[src/include/cpbc_pkg.sv]
// cpbc_pkg: offsets, fields, reset values, codes and timing of the
// codec processor boot control block.
// assumes a 125 MHz apb clock and 32-bit word-aligned registers.
package cpbc_pkg;
    // ----------------------------------------------------------------
    // register byte offsets
    // ----------------------------------------------------------------
    localparam logic [11:0] OFF_RUN = 12'h000;     // run control
    localparam logic [11:0] OFF_STATUS = 12'h004;  // busy / ready / init done
    localparam logic [11:0] OFF_VERSION = 12'h008; // microcode version word
    localparam logic [11:0] OFF_DELAY = 12'h00c;   // host display delay
    localparam logic [11:0] OFF_CMD = 12'h010;     // command launch
    localparam logic [11:0] OFF_ADDR = 12'h014;    // report buffer address
    localparam logic [11:0] OFF_SIZE = 12'h018;    // report buffer size
    localparam logic [11:0] OFF_RESULT = 12'h01c;  // last return code
    // ----------------------------------------------------------------
    // field positions
    // ----------------------------------------------------------------
    localparam int ST_BUSY_BIT = 0;   // processor enabled, not ready
    localparam int ST_READY_BIT = 1;  // init finished, accepts commands
    localparam int ST_DONE_BIT = 2;   // sticky init complete, w1c
    localparam int CMD_EN_BIT = 8;    // report enable flag in command word
    localparam int VER_MAJOR_LSB = 12;
    localparam int VER_MINOR_LSB = 8;
    localparam int VER_PATCH_LSB = 0;
    localparam int VER_PRODUCT_LSB = 16;
    // ----------------------------------------------------------------
    // reset values
    // ----------------------------------------------------------------
    localparam logic RUN_RST = 1'b0;      // processor halted
    localparam logic DERING_RST = 1'b1;   // deringing on
    localparam logic [7:0] DELAY_RST = 8'h00;
    localparam logic [7:0] RESULT_RST = 8'h00;
    // ----------------------------------------------------------------
    // version word (values arbitrary)
    // ----------------------------------------------------------------
    localparam logic [15:0] PRODUCT_NUMBER = 16'h5a5a; // arbitrary value
    localparam logic [3:0] VER_MAJOR = 4'h1;
    localparam logic [3:0] VER_MINOR = 4'h0;
    localparam logic [7:0] VER_PATCH = 8'h00;
    localparam logic [31:0] VERSION_WORD = {PRODUCT_NUMBER, VER_MAJOR, VER_MINOR, VER_PATCH};
    // ----------------------------------------------------------------
    // command codes and return codes
    // ----------------------------------------------------------------
    localparam logic [7:0] CMD_DERING_OFF = 8'h01;
    localparam logic [7:0] CMD_DERING_ON = 8'h02;
    localparam logic [7:0] CMD_DISPLAY_DELAY = 8'h03; // display_delay_command
    localparam logic [7:0] CMD_REPORT_BUF = 8'h04;    // report index 0
    localparam logic [7:0] CMD_REPORT_MB = 8'h05;     // report index 1
    localparam logic [7:0] CMD_REPORT_MV = 8'h06;     // report index 2
    localparam logic [7:0] CMD_USER_REPORT = 8'h07;   // user_report_setup
    localparam logic [7:0] RC_SUCCESS = 8'h00;        // success_return_code
    localparam logic [7:0] RC_BAD_PARAM = 8'h01;      // bad_parameter_code
    localparam logic [7:0] RC_BAD_CMD = 8'h02;
    localparam logic [7:0] RC_NOT_READY = 8'h03;
    // ----------------------------------------------------------------
    // internal initialization timing
    // ----------------------------------------------------------------
    localparam int CLK_MHZ = 125;
    localparam int INIT_TIME_NS = 2000;
    localparam int INIT_CYCLES = (INIT_TIME_NS * CLK_MHZ + 999) / 1000;
    localparam logic [11:0] INIT_LAST = 12'(INIT_CYCLES - 1);
    // init sequencer states
    typedef enum logic [2:0] {
        SEQ_HALT = 3'b001,
        SEQ_INIT = 3'b010,
        SEQ_READY = 3'b100
    } cpbc_seq_state_t;
endpackage : cpbc_pkg

[src/include/cpbc_seq_if.sv]
// cpbc_seq_if: run request and readiness between register side and
// the initialization sequencer; both ends on the same clock.
`timescale 1ns/1ps
interface cpbc_seq_if;
    logic run;   // processor enabled
    logic ready; // internal init finished
    logic done;  // one-cycle init complete pulse
    modport ctl (output run, input ready, input done);
    modport seq (input run, output ready, output done);
endinterface : cpbc_seq_if

[src/design/cpbc_boot_ctrl.sv]
// cpbc_boot_ctrl: apb register file for codec processor run control,
// version readback and a few firmware commands.
// assumes an apb master on pclk; sequence info on the same clock.
//
// Implementation choice: register access over APB.
`timescale 1ns/1ps
// Summary of operation
// - run register at 0x000 halts or runs
// - processor initializes before accepting commands
// - version word: product high, version low
// - version fields major, minor, patch
// - version read only after initialization
// - display delay: host value else default
// - deringing off returns success once the processor is ready
// - enabled report with null buffer rejected
// - signal init completion after run set
module cpbc_boot_ctrl (
    input wire logic pclk,
    input wire logic presetn,
    input wire logic [11:0] paddr,
    input wire logic psel,
    input wire logic penable,
    input wire logic pwrite,
    input wire logic [31:0] pwdata,
    output logic [31:0] prdata,
    output logic pready,
    output logic pslverr,
    input wire logic [7:0] default_display_delay,
    output logic processor_run,
    output logic dering_en,
    output logic [7:0] display_delay,
    output logic [3:0] report_en,
    output logic busy,
    output logic init_done_irq
);
    // ----------------------------------------------------------------
    // state
    // ----------------------------------------------------------------
    typedef struct packed {
        logic run;             // run control bit
        logic dering;          // deringing enabled
        logic [7:0] dly_host;  // host display delay value
        logic dly_set;         // host delay command issued
        logic [7:0] dly_out;   // delay in use
        logic [31:0] addr;     // report buffer address
        logic [31:0] size;     // report buffer size
        logic [3:0] rep_en;    // report enables
        logic [7:0] result;    // last return code
        logic done_st;         // sticky init complete
        logic irq;             // init complete signal
        logic busy;            // busy indication
        logic [31:0] rdata;    // read data
        logic rdy;             // apb ready
        logic err;             // apb error
    } cpbc_reg_t;

    cpbc_reg_t q;
    cpbc_reg_t d;
    cpbc_seq_if sq ();

    logic setup;      // apb setup phase
    logic wr_acc;     // write takes effect
    logic mapped;     // address decodes
    logic [7:0] code; // command code
    logic en_flag;    // report enable flag

    assign setup = psel && !penable;
    assign wr_acc = psel && penable && pwrite && q.rdy && !q.err;
    assign code = pwdata[7:0];
    assign en_flag = pwdata[cpbc_pkg::CMD_EN_BIT];
    assign sq.run = q.run;

    // address decode of the eight words
    always_comb begin
        case (paddr)
            cpbc_pkg::OFF_RUN, cpbc_pkg::OFF_STATUS, cpbc_pkg::OFF_VERSION,
            cpbc_pkg::OFF_DELAY, cpbc_pkg::OFF_CMD, cpbc_pkg::OFF_ADDR,
            cpbc_pkg::OFF_SIZE, cpbc_pkg::OFF_RESULT: mapped = 1'b1;
            default: mapped = 1'b0;
        endcase
    end

    // ----------------------------------------------------------------
    // next state
    // ----------------------------------------------------------------
    always_comb begin
        d = q;
        // one wait-free answer: ready in the access cycle
        d.rdy = setup;
        d.err = setup && !mapped;
        if (setup && !pwrite) begin
            case (paddr)
                cpbc_pkg::OFF_RUN: d.rdata = {31'h0, q.run};
                cpbc_pkg::OFF_STATUS: d.rdata = {29'h0, q.done_st, sq.ready, q.busy};
                cpbc_pkg::OFF_VERSION: begin
                    // version only once init is complete
                    d.rdata = sq.ready ? cpbc_pkg::VERSION_WORD : 32'h0;
                end
                cpbc_pkg::OFF_DELAY: d.rdata = {24'h0, q.dly_host};
                cpbc_pkg::OFF_ADDR: d.rdata = q.addr;
                cpbc_pkg::OFF_SIZE: d.rdata = q.size;
                cpbc_pkg::OFF_RESULT: d.rdata = {24'h0, q.result};
                default: d.rdata = 32'h0;
            endcase
        end
        // register writes
        if (wr_acc) begin
            case (paddr)
                cpbc_pkg::OFF_RUN: d.run = pwdata[0];
                cpbc_pkg::OFF_DELAY: d.dly_host = pwdata[7:0];
                cpbc_pkg::OFF_ADDR: d.addr = pwdata;
                cpbc_pkg::OFF_SIZE: d.size = pwdata;
                cpbc_pkg::OFF_CMD: begin
                    if (!sq.ready) begin
                        // commands before internal init are refused with not ready
                        d.result = cpbc_pkg::RC_NOT_READY;
                    end else begin
                        case (code)
                            cpbc_pkg::CMD_DERING_OFF: begin
                                d.dering = 1'b0;
                                d.result = cpbc_pkg::RC_SUCCESS;
                            end
                            cpbc_pkg::CMD_DERING_ON: begin
                                d.dering = 1'b1;
                                d.result = cpbc_pkg::RC_SUCCESS;
                            end
                            cpbc_pkg::CMD_DISPLAY_DELAY: begin
                                d.dly_set = 1'b1;
                                d.result = cpbc_pkg::RC_SUCCESS;
                            end
                            cpbc_pkg::CMD_REPORT_BUF, cpbc_pkg::CMD_REPORT_MB,
                            cpbc_pkg::CMD_REPORT_MV, cpbc_pkg::CMD_USER_REPORT: begin
                                // enable with null buffer, or with empty user buffer, is rejected
                                if (en_flag && (q.addr == 32'h0 ||
                                    (code == cpbc_pkg::CMD_USER_REPORT && q.size == 32'h0))) begin
                                    d.result = cpbc_pkg::RC_BAD_PARAM;
                                end else begin
                                    d.rep_en[code[1:0]] = en_flag;
                                    d.result = cpbc_pkg::RC_SUCCESS;
                                end
                            end
                            default: d.result = cpbc_pkg::RC_BAD_CMD;
                        endcase
                    end
                end
                default: begin
                    // status bit done is write one to clear
                    if (paddr == cpbc_pkg::OFF_STATUS && pwdata[cpbc_pkg::ST_DONE_BIT]) begin
                        d.done_st = 1'b0;
                    end
                end
            endcase
        end
        // completion sets the sticky bit; set beats a same-cycle clear
        if (sq.done) begin
            d.done_st = 1'b1;
        end
        d.irq = sq.done;
        // halting forgets the host delay setting
        if (!d.run) begin
            d.dly_set = 1'b0;
        end
        d.dly_out = d.dly_set ? d.dly_host : default_display_delay;
        d.busy = d.run && !sq.ready;
    end

    // state register
    always_ff @(posedge pclk or negedge presetn) begin
        if (!presetn) begin
            q <= '{run: cpbc_pkg::RUN_RST, dering: cpbc_pkg::DERING_RST,
                   dly_host: cpbc_pkg::DELAY_RST, dly_set: 1'b0,
                   dly_out: cpbc_pkg::DELAY_RST, addr: 32'h0, size: 32'h0,
                   rep_en: 4'h0, result: cpbc_pkg::RESULT_RST, done_st: 1'b0,
                   irq: 1'b0, busy: 1'b0, rdata: 32'h0, rdy: 1'b0, err: 1'b0};
        end else begin
            q <= d;
        end
    end

    // ----------------------------------------------------------------
    // sequencer and outputs
    // ----------------------------------------------------------------
    cpbc_init_seq u_seq (
        .pclk(pclk),
        .presetn(presetn),
        .sq(sq)
    );

    assign prdata = q.rdata;
    assign pready = q.rdy;
    assign pslverr = q.err;
    assign processor_run = q.run;
    assign dering_en = q.dering;
    assign display_delay = q.dly_out;
    assign report_en = q.rep_en;
    assign busy = q.busy;
    assign init_done_irq = q.irq;

    // ----------------------------------------------------------------
    // checks
    // ----------------------------------------------------------------
    run_write_a: assert property (
        @(posedge pclk) disable iff (!presetn)
        wr_acc && paddr == cpbc_pkg::OFF_RUN |=> processor_run == $past(pwdata[0]))
        else $error("run register did not take written value");
    busy_start_a: assert property (
        @(posedge pclk) disable iff (!presetn)
        $rose(processor_run) |-> busy ##1 busy[*8])
        else $error("busy not held after run set");
    busy_end_a: assert property (
        @(posedge pclk) disable iff (!presetn)
        processor_run && busy |-> ##[1:260] !busy)
        else $error("busy never released");
    version_gate_a: assert property (
        @(posedge pclk) disable iff (!presetn)
        setup && !pwrite && paddr == cpbc_pkg::OFF_VERSION
        |=> prdata == ($past(sq.ready) ? cpbc_pkg::VERSION_WORD : 32'h0))
        else $error("version read not gated by init");
    dering_off_a: assert property (
        @(posedge pclk) disable iff (!presetn)
        wr_acc && paddr == cpbc_pkg::OFF_CMD && sq.ready && code == cpbc_pkg::CMD_DERING_OFF
        |=> !dering_en && q.result == cpbc_pkg::RC_SUCCESS)
        else $error("deringing off failed");
    null_report_a: assert property (
        @(posedge pclk) disable iff (!presetn)
        wr_acc && paddr == cpbc_pkg::OFF_CMD && sq.ready && en_flag
        && code == cpbc_pkg::CMD_USER_REPORT && q.size == 32'h0
        |=> q.result == cpbc_pkg::RC_BAD_PARAM && report_en == $past(report_en))
        else $error("empty user report accepted");
    // first cycle after reset still shows the reset value of the delay
    delay_default_a: assert property (
        @(posedge pclk) disable iff (!presetn)
        $past(presetn) && !q.dly_set |-> display_delay == $past(default_display_delay))
        else $error("default display delay not used");
    init_signal_a: assert property (
        @(posedge pclk) disable iff (!presetn)
        sq.done |=> init_done_irq && q.done_st)
        else $error("init completion not signalled");
endmodule : cpbc_boot_ctrl

[src/design/cpbc_init_seq.sv]
// cpbc_init_seq: models the processor's own start-up after enable.
// assumes run comes from a register on the same clock.
`timescale 1ns/1ps
module cpbc_init_seq (
    input wire logic pclk,
    input wire logic presetn,
    cpbc_seq_if.seq sq
);
    // ----------------------------------------------------------------
    // state
    // ----------------------------------------------------------------
    typedef struct packed {
        cpbc_pkg::cpbc_seq_state_t st; // sequencer state
        logic [11:0] cnt;              // init cycle counter
        logic ready;                   // ready for commands
        logic done;                    // completion pulse
    } cpbc_seq_reg_t;

    cpbc_seq_reg_t q;
    cpbc_seq_reg_t d;

    assign sq.ready = q.ready;
    assign sq.done = q.done;

    // next state: halt, run internal init, then ready
    always_comb begin
        d = q;
        d.done = 1'b0;
        case (q.st)
            cpbc_pkg::SEQ_HALT: begin
                d.ready = 1'b0;
                if (sq.run) begin
                    d.st = cpbc_pkg::SEQ_INIT;
                    d.cnt = 12'h000;
                end
            end
            cpbc_pkg::SEQ_INIT: begin
                if (!sq.run) begin // halted mid-init
                    d.st = cpbc_pkg::SEQ_HALT;
                end else if (q.cnt == cpbc_pkg::INIT_LAST) begin
                    d.st = cpbc_pkg::SEQ_READY;
                    d.ready = 1'b1;
                    d.done = 1'b1;
                end else begin
                    d.cnt = q.cnt + 12'h001;
                end
            end
            cpbc_pkg::SEQ_READY: begin
                if (!sq.run) begin // halt drops readiness
                    d.st = cpbc_pkg::SEQ_HALT;
                    d.ready = 1'b0;
                end
            end
            default: begin
                d.st = cpbc_pkg::SEQ_HALT;
                d.ready = 1'b0;
            end
        endcase
    end

    // state register
    always_ff @(posedge pclk or negedge presetn) begin
        if (!presetn) begin
            q <= '{st: cpbc_pkg::SEQ_HALT, cnt: 12'h000, ready: 1'b0, done: 1'b0};
        end else begin
            q <= d;
        end
    end

    // ----------------------------------------------------------------
    // checks
    // ----------------------------------------------------------------
    init_length_a: assert property (
        @(posedge pclk) disable iff (!presetn)
        $rose(q.ready) |-> $past(q.cnt) == cpbc_pkg::INIT_LAST && $past(sq.run))
        else $error("ready rose before init count finished");
    done_ready_a: assert property (
        @(posedge pclk) disable iff (!presetn)
        q.done |-> q.ready && !$past(q.ready))
        else $error("done pulse without fresh readiness");
    halt_clears_a: assert property (
        @(posedge pclk) disable iff (!presetn)
        !sq.run |=> !q.ready)
        else $error("ready held while halted");
endmodule : cpbc_init_seq

[config.mk]
export PLATFORM = sky130hd
export DESIGN_NAME = cpbc_boot_ctrl
export DESIGN_NICKNAME = d
export VERILOG_FILES = /design/src/include/cpbc_pkg.sv /design/src/include/cpbc_seq_if.sv /design/src/design/cpbc_boot_ctrl.sv /design/src/design/cpbc_init_seq.sv
export SDC_FILE = /design/constraint.sdc
export NUM_CORES = 1
export LEC_CHECK = 0
export BUFFER_PORTS_ARGS = -buffer_cell sky130_fd_sc_hd__buf_4
export CORE_UTILIZATION = 38
export DETAILED_ROUTE_END_ITERATION = 8
export MAX_ROUTING_LAYER = met4
export PLACE_DENSITY = 0.59
export SYNTH_ARGS = -nofsm -noshare
export SYNTH_HDL_FRONTEND = slang
export SYNTH_SLANG_ARGS = --single-unit
[constraint.sdc]
create_clock -name pclk -period 5.7 [get_ports pclk]
set_input_delay 0.285 -clock pclk [delete_from_list [all_inputs] [get_ports pclk]]
set_output_delay 0.285 -clock pclk [all_outputs]
set_load 0.005 [all_outputs]
==> results of run 1 <==
## state kept, by name, summed over array words and instances, names as in the netlist
register	flops
prdata	32
display_delay	8
dering_en	1
busy	1
init_done_irq	1
u_seq.q	15
u_seq.sq.done	1
pready	1
q	76
report_en	4
u_seq.sq.ready	1
pslverr	1
processor_run	1
## critical path, cell delays in order (launching register included)
cell and delay, ns:
dfrtp_1 0.42, or4b_2 0.65, nor4_1 0.46, a31oi_1 0.24
a221oi_4 0.51, mux2_1 0.38
## routing by layer
layer  share of wire  routed length [um]  vias up  track usage
li1                -                   -     2215            -
met1            0.46                7620     2451        0.267
met2            0.47                7790      130        0.301
met3           0.044                 718       20       0.0322
met4           0.018                 291        0       0.0730
met5               0                   0        -            -
## synth_stat cells, drive strengths merged, types with 3 or more instances
cell type	n
dfrtp	141
or4b	4
nand2b	4
nand4	7
nor4	17
or4	8
a22oi	31
o31ai	4
o21ai	29
xor2	3
a21oi	12
nand3	11
nor4b	4
clkbuf	16
a22o	19
nor2b	7
nand2	43
buf	53
or3	7
inv	6
nor2	16
mux2	86
and2	3
nand3b	5
nor3	11
## path summary, 6_finish.rpt
| path | to | slack [ns] | cells after the start |
|---|---|---|---|
| hold / removal | pready | 0.04 | 2 |
| hold reg to reg | init_done_irq | 0.45 | 0 |
| max in group asynchronous | q[53] | 3.90 | 3 |
| min in group asynchronous | prdata[23] | 0.44 | 2 |
| setup reg to reg | display_delay[7] | 2.91 | 5 |
| setup / recovery | display_delay[7] | 2.91 | 5 |
## cell usage in the layout, fill, tap and decap left out, types with 3 or more instances in the layout
cell        Yosys  layout
inv_1           6       6
a22oi_1        31      31
or3_1           7       7
buf_4          44     111
nor4_2          1       3
xor2_1          3       3
nand2_1        43      43
bufinv_16       0       5
clkbuf_16       0      17
mux2_2         74      74
a21oi_1        12      12
mux2_1         12      12
clkinvlp_4      0       3
o31ai_1         4       4
and2_1          3       3
nand4_1         7       7
nor3_1          8       8
nand3_1        11      11
or4_1           7       7
a22o_1         19      19
nand2b_1        4       4
nor4_1         15      13
nor2_1         16      16
nor2b_1         7       7
nand3b_1        5       5
o21ai_0        29      29
clkinv_2        0       3
nor4b_1         4       4
dfrtp_1       141     141
## layout make-up
type | instances | share of cell area
clock buffer | 18 | 0.0540
clock inverter | 14 | 0.0263
inverter | 6 | 0.00277
multi-input combinational | 358 | 0.337
sequential | 143 | 0.440
tap | 225 | 0.0346
timing repair buffer | 113 | 0.105
## power groups by stage
stage | Combinational, W | Clock [W] | Sequential [W]
after floorplan | 0.000101 | 0 | 0.00107
after global placement | 0.000186 | 0 | 0.00108
after detailed placement | 0.000190 | 0 | 0.00108
after CTS | 0.000192 | 0.00124 | 0.00106
after global routing | 0.000213 | 0.00129 | 0.00107
final | 0.000190 | 0.00122 | 0.00106
## kinds of logic (layout without fill, tap and decap cells)
kind of cell | after synthesis | count (layout) | synth area share
adders and majority gates | 2 | 2 | 0.00370
and+or+nand+nor | 159 | 159 | 0.137
buffers and inverters | 75 | 151 | 0.0685
AOI/OAI and AO/OA | 105 | 105 | 0.108
DFF | 143 | 143 | 0.530
xor gates and xnor gates | 3 | 3 | 0.00389
muxes | 89 | 89 | 0.150
## timing repair
item / CTS / global route
hold endpoints to repair: 68 / 0
hold buffers: 1 / 0
setup endpoints to repair: 0 / 0
## through the flow
step                      setup slack, ns   util  hold WS [ns]  power [W]
after floorplan                      3.13      -       -0.0106    0.00117
final                                2.91  0.469        0.0435    0.00248
after global routing                 2.75  0.469        0.0414    0.00256
after CTS                            2.93  0.469        0.0245    0.00250
after global placement               2.63  0.430         0.339    0.00127
after detailed placement             2.54  0.430         0.337    0.00127
==> results.tsv, run 1 <==
metric	value	unit
clock_latency	0.42	ns
multi_input_area	0.00274	mm2
cp-start-kind	register	
cts_buffers	17	
synth_ff_type	dfrtp_1	
p_switching	0.000584	W
grt_pass1_vias	4981	
worstHoldPathType	primary input to register	
grt_pass1_wl	26.6	mm
num_rows	48	
die_x	135	um
viasPerCell	5.49	
synth-seq-cells	143	
wire_per_inst	18.7	um
post-cts-setup-buffers	0	
critPathKind	register to register	
io_buffers	106	
switching_share	0.236	
drv_cap	0	
dpl.hpwl	11.6	mm
ios	107	
powerDensity	305	mW/mm2
power_frac_clock	0.494	
slew_headroom	0.225	
crit_fanout	9	
antenna_left	0	
drtIter0Drc	384	
synth.top_cells.by_area	dfrtp_1, mux2_2, buf_4	
status	finished, final reports clean	
crit_path_end_kind	register	
power_leakage	3.85	nW
seq_area_frac_synth	0.530	
fin_tns_setup	0	ns
fin_cells	877	
diodes	0	
synth.distinct_cells	55	
die_h	135	um
area_growth	20.3	%
p_seq_frac	0.429	
regArea	0.00358	mm2
synth_cells	576	
grt_max_degree	74	
cts_root_buf	clkbuf_16	
dr.pass1.iters	5	
worst_slew_pin_slew	1.16	ns
grt.total_usage	0.198	
start_util	0.389	
skew	0.00979	ns
peakVddDrop	0.239	mV
synth_area	0.00676	mm2
finalCritPeriodShare	0.489	
cp.required	6.00	ns
drc	0	
final_nets	698	
yosys_warnings	0	
finalHoldViolCount	0	
p_comb_frac	0.077	
layout-drive-gt1-share	0.363	
syn_area_per_cell	11.7	um2
clk_path_buf_depth	2	
finalSetupViolations	0	
overflow	0	
antenna_found_initial	0	
rsz0062_at_grt	no	
wirelength	16.4	mm
min_from	penable	
reg2reg_from	pslverr	
place_inst	844	
clk_pin_slew	0.06	ns
yosysTopAreaCellShare	0.522	
async_flop_share	1.00	
post-route-min-period	2.79	ns
htreeDepth	4	
synth_nets	635	
startpoint	pslverr	
synth_edf_count	0	
cts_sinks	143	
core_region_area	0.0174	mm2
synth_largest_area_cell	dfrtp_1	
gp_congestion	0.897	
stdcell_area	0.00813	mm2
max_freq	359	MHz
tritoncts	built	
fill_cells	1582	
cts_resized	0	
internal_power	0.00189	W
die-area	0.0183	mm2
placed_area	0.00747	mm2
worstPathArrival	3.09	ns
slew_viol_final	0	
vias	4816	
(Power assumes the default switching activity.)
==> inputs of run 2 (changes only) <==
--- a/config.mk
+++ b/config.mk
@@ -9,7 +9,7 @@
 export CORE_UTILIZATION = 38
 export DETAILED_ROUTE_END_ITERATION = 8
 export MAX_ROUTING_LAYER = met4
-export PLACE_DENSITY = 0.59
+export PLACE_DENSITY = 0.61
 export SYNTH_ARGS = -nofsm -noshare
 export SYNTH_HDL_FRONTEND = slang
 export SYNTH_SLANG_ARGS = --single-unit
==> constraint.sdc (replaced) <==
create_clock -name pclk -period 2.4 [get_ports pclk]
set_input_delay 0.12 -clock pclk [delete_from_list [all_inputs] [get_ports pclk]]
set_output_delay 0.12 -clock pclk [all_outputs]
set_load 0.005 [all_outputs]
==> results.tsv, run 2 (synthesis results as in run 1) <==
metric	value	unit	change
grt.total_usage	0.202		was 0.198
post-route-min-period	2.35	ns	was 2.79 ns
reg2reg_from	q[52]		was pslverr
power_leakage	4.10	nW	was 3.85 nW
clk_pin_slew	0.06	ns	about the same
grt_max_degree	53		was 74
reg2reg_slack	0.05	ns	was 2.91 ns
crit_path_end_kind	register		unchanged
overflow	0		unchanged
powerDensity	632	mW/mm2	was 305 mW/mm2
drtIter0Drc	300		was 384
max_freq	426	MHz	was 359 MHz
layout-drive-gt1-share	0.366		was 0.363
cts_sinks	143		unchanged
whs_path_depth	2		unchanged
worstHoldPathType	primary input to register		unchanged
cts_buffers	17		unchanged
status	finished, final reports clean		unchanged
slew_viol_final	0		unchanged
die_h	135	um	unchanged
cts_root_buf	clkbuf_16		unchanged
core_region_area	0.0174	mm2	unchanged
final_cell_mix	dfrtp_1, buf_4, mux2_2		unchanged
tritoncts	built		unchanged
peakVddDrop	0.479	mV	was 0.239 mV
final_nets	759		was 698
ios	107		unchanged
antenna_found_initial	0		unchanged
critPathKind	register to register		unchanged
rr_endpoint	report_en[1]		was display_delay[7]
clk_path_buf_depth	2		unchanged
place_inst	866		was 844
slew_headroom	0.659		was 0.225
total_power	0.00549	W	was 0.00248 W
regMostFlops	q		unchanged
holdPathEnd	q[57]		was pready
dpl.hpwl	11.8	mm	was 11.6 mm
cp-start-kind	register		unchanged
fin_tns_setup	0	ns	unchanged
die_x	135	um	unchanged
drc	0		unchanged
r2r_cells	5		unchanged
antenna_left	0		unchanged
grt_pass1_wl	27.2	mm	was 26.6 mm
start_util	0.389		unchanged
wire_per_inst	18.1	um	was 18.7 um
die-area	0.0183	mm2	unchanged
vias	4995		was 4816
worstPathArrival	2.64	ns	was 3.09 ns
grt_pass1_vias	5070		was 4981
viasPerCell	5.33		was 5.49
skew	0.00853	ns	was 0.00979 ns
worst_slew_pin_slew	0.511	ns	was 1.16 ns
gp_congestion	0.877		was 0.897
io_buffers	106		unchanged
finalHoldViolCount	0		unchanged
dr.pass1.iters	5		unchanged
wirelength	17.0	mm	was 16.4 mm
finalCritPeriodShare	0.979		was 0.489
diodes	0		unchanged
fill_cells	1559		was 1582
final_common_cell	dfrtp_1		unchanged
clock_latency	0.41	ns	was 0.42 ns
fin_cells	938		was 877
num_rows	48		unchanged
htreeDepth	4		unchanged
cp.required	2.69	ns	was 6.00 ns
finalSetupViolations	0		unchanged
area_growth	28.4	%	was 20.3%
min_from	pwdata[8]		was penable
largest_reg_flops	76		unchanged
drv_cap	0		unchanged
crit_fanout	5		was 9
==> run 2: cell count changes in the layout (fill, tap and decap cells not counted), moves of 4 or more <==
cell	previous run	this run
dlygate4sd3_1	1	39
buf_4	111	128
buf_12	0	6
bufinv_16	5	1
clkbuf_1	0	4
==> run 2: area by class of cell <==
class	count	area (um2)	area share
Multi-Input combinational cell	358	2770	0.319
Sequential cell	143	3580	0.413
Inverter	6	22.5	0.00259
Clock buffer	22	454	0.0523
Timing Repair Buffer	174	1480	0.171
Clock inverter	10	88.8	0.0102
Tap cell	225	282	0.0324
==> run 2: worst max path at each step <==
| stage | endpoint | from | depth (start not counted) | slack (ns) |
|---|---|---|---|---|
| 2_1_floorplan | display_delay[0] | paddr[7] | 6 | -0.007 |
| 3_3_place_gp | display_delay[0] | paddr[7] | 7 | -0.003 |
| 3_5_place_dp | display_delay[0] | paddr[7] | 7 | -0.04 |
| 4_1_cts | report_en[3] | q[52] | 5 | 0.002 |
| 5_1_grt | report_en[3] | q[52] | 5 | -0.01 |
| 6_report | report_en[1] | q[52] | 5 | 0.05 |
==> run 2: worst max-delay path, cell delays in order, from the launching register on <==
cell     delay [ns]
dfrtp_1        0.40
or4_4          0.54
or4_4          0.42
or3_4          0.43
nand4_1        0.09
mux2_2         0.34
==> run 2: metal layers <==
metal	GRT usage	up-vias	share of wire
li1	-	2334	-
met3	0.0408	19	0.042
met2	0.298	134	0.46
met4	0.0712	0	0.015
met1	0.274	2508	0.48
met5	-	-	0
==> run 2: repair_timing <==
item / 4_1_cts / 5_1_grt
resized for setup: 1 / 5
buffers inserted: 0 / 1
pin swaps: 0 / 3
endpoints found under the setup margin: 4 / 12
endpoints found under the hold margin: 114 / 0
gates cloned: 0 / 0
hold buffers: 39 / 0
==> run 2: stage by stage <==
stage	setup slack, ns	utilization	area [um2]	hold slack [ns]
after global routing	-0.0126	0.500	8680	0.0361
after detailed placement	-0.0362	0.444	7710	0.110
after global placement	-0.00337	0.444	7710	0.0980
after CTS	0.00212	0.498	8650	0.0141
final	0.0503	0.500	8680	0.0342
after floorplan	-0.00743	-	6760	-0.176
==> run 2: power breakdown <==
group	internal, W	switching, W
Clock	0.00145	0.000984
Combinational	0.000229	0.000305
Sequential	0.00247	0.0000537
Total	0.00414	0.00134
==> inputs of run 3 (changes only) <==
--- a/config.mk
+++ b/config.mk
@@ -6,8 +6,10 @@
 export NUM_CORES = 1
 export LEC_CHECK = 0
 export BUFFER_PORTS_ARGS = -buffer_cell sky130_fd_sc_hd__buf_4
+export CORE_MARGIN = 2
 export CORE_UTILIZATION = 38
 export DETAILED_ROUTE_END_ITERATION = 8
+export GPL_TIMING_DRIVEN = 0
 export MAX_ROUTING_LAYER = met4
 export PLACE_DENSITY = 0.61
 export SYNTH_ARGS = -nofsm -noshare
==> results.tsv, run 3 (synthesis results as in run 1) <==
metric	value	unit	change
status	finished, final reports clean		unchanged
power_frac_clock	0.464		was 0.443
whs_path_depth	2		unchanged
fin_tns_setup	0	ns	unchanged
busiest_layer	met2		unchanged
cp_common_cell	or4_4		unchanged
holdPathEnd	q[51]		was q[57]
crit_family	simple AND/OR/NAND/NOR gates		unchanged
critPathBufInv	0		unchanged
grt.met1_usage	0.269		was 0.274
drc	0		unchanged
critPathKind	register to register		unchanged
viasPerCell	5.39		was 5.33
rr_endpoint	report_en[3]		was report_en[1]
drv_cap	0		unchanged
peakVddDrop	0.495	mV	was 0.479 mV
area_growth	33.3	%	was 28.4%
cp_slowest_cell	or4_4		unchanged
finalCritPeriodShare	0.977		was 0.979
ios	107		unchanged
start_util	0.389		unchanged
die_h	137	um	was 135 um
dr.pass1.iters	5		unchanged
core_region_area	0.0174	mm2	unchanged
grt.total_usage	0.202		about the same
layout-drive-gt1-share	0.393		was 0.366
reg2reg_slack	0.05	ns	about the same
vias	5338		was 4995
post-route-min-period	2.35	ns	about the same
tritoncts	built		unchanged
clock_latency	0.42	ns	was 0.41 ns
p_seq_frac	0.440		was 0.459
clk_pin_slew	0.06	ns	about the same
wire_per_inst	18.2	um	was 18.1 um
die_x	137	um	was 135 um
wirelength	18.0	mm	was 17.0 mm
max_freq	426	MHz	about the same
finalHoldViolCount	0		unchanged
grt_pass1_vias	5398		was 5070
cp.required	2.70	ns	was 2.69 ns
total_power	0.00575	W	was 0.00549 W
internal_power	0.00437	W	was 0.00414 W
final_common_cell	buf_4		was dfrtp_1
fin_cells	991		was 938
min_from	pwdata[2]		was pwdata[8]
grt_pass1_wl	28.3	mm	was 27.2 mm
gp_congestion	0.875		was 0.877
dpl.hpwl	12.7	mm	was 11.8 mm
worst_slew_pin_slew	0.663	ns	was 0.511 ns
switching_share	0.239		was 0.245
htreeDepth	4		unchanged
cts_buffers	17		unchanged
clk_path_buf_depth	2		unchanged
grt_use_met3	0.0500		was 0.0408
drtIter0Drc	309		was 300
slew_headroom	0.556		was 0.659
final_cell_mix	buf_4, dfrtp_1, mux2_2		was dfrtp_1, buf_4, mux2_2
finalSetupViolations	0		unchanged
grt_max_degree	100		was 53
reg2reg_from	q[56]		was q[52]
die-area	0.0189	mm2	was 0.0183 mm2
met2_usage	0.313		was 0.298
slew_viol_final	0		unchanged
fill_cells	1514		was 1559
num_rows	48		unchanged
antenna_left	0		unchanged
regMostFlops	q		unchanged
crit_path_end_kind	register		unchanged
largest_reg_flops	76		unchanged
powerDensity	638	mW/mm2	was 632 mW/mm2
diodes	0		unchanged
cts_root_buf	clkbuf_16		unchanged
antenna_found_initial	0		unchanged
place_inst	908		was 866
worstHoldPathType	primary input to register		unchanged
setup_slack	0.0542	ns	was 0.0503 ns
cts_sinks	143		unchanged
p_comb_frac	0.096		was 0.097
final_nets	812		was 759
skew	0.0101	ns	was 0.00853 ns
path_cells	or4_4 > or4_4 > or3_4 > nand4b_1 > mux2_4		was or4_4 > or4_4 > or3_4 > nand4_1 > mux2_2
overflow	0		unchanged
p_switching	0.00137	W	was 0.00134 W
r2r_cells	5		unchanged
max_stage_delay	0.55	ns	was 0.54 ns
io_buffers	105		was 106
crit_fanout	5		unchanged
cp-start-kind	register		unchanged
worstPathArrival	2.65	ns	was 2.64 ns
power_leakage	4.33	nW	was 4.10 nW
place_ws	-0.411	ns	was -0.0362 ns
-- run 3: layout make-up --
type	instances	area, um2	area share
buffer	69	442	0.0490
clock buffer	20	457	0.0507
clock inverter	12	141	0.0157
inverter	6	22.5	0.00250
multi-input combinational	358	2770	0.308
sequential	143	3580	0.397
tap	225	282	0.0312
timing repair buffer	158	1310	0.146
-- run 3: worst reg2reg max path, stage by stage, from the launching register on --
cell and delay (ns):
dfrtp_1 0.40, or4_4 0.55, or4_4 0.42, or3_4 0.42, nand4b_1 0.14, mux2_4 0.31
-- run 3: worst max-delay path by stage --
stage / endpoint / start / slack, ns / depth (start not counted)
finish: report_en[3] / q[56] / 0.05 / 5
global route: display_delay[4] / pslverr / -0.004 / 6
CTS: report_en[3] / q[51] / 0.005 / 5
detailed placement: display_delay[5] / paddr[7] / -0.41 / 7
global placement: prdata[25] / paddr[7] / -0.68 / 7
floorplan: display_delay[0] / paddr[7] / -0.007 / 6
-- run 3: what timing repair did --
action	CTS	global route
hold buffers	40	0
setup endpoints to repair	18	20
pin swaps	2	5
setup buffers	3	8
hold endpoints to repair	110	0
cloned	0	0
gates resized for setup	9	4
-- run 3: power by group through the flow --
stage / registers, W / logic, W / clock network (W)
2_1_floorplan: 0.00255 / 0.000240 / 0
3_3_place_gp: 0.00256 / 0.000462 / 0
3_5_place_dp: 0.00256 / 0.000480 / 0
4_1_cts: 0.00252 / 0.000552 / 0.00272
5_1_grt: 0.00253 / 0.000608 / 0.00284
6_report: 0.00253 / 0.000553 / 0.00267
-- run 3: per-layer routing --
layer  part of all wire  vias to the layer above
li1                   -                     2438
met1               0.47                     2717
met2               0.47                      164
met3              0.052                       19
met4              0.012                        0
met5                  0                        -
-- run 3: per-stage QoR --
step	utilization	area, um2	hold slack, ns
2_1_floorplan	-	6760	-0.176
5_1_grt	0.519	9010	0.0137
3_3_place_gp	0.451	7830	0.303
4_1_cts	0.514	8930	0.00815
3_5_place_dp	0.453	7870	0.0732
6_report	0.519	9010	0.0188
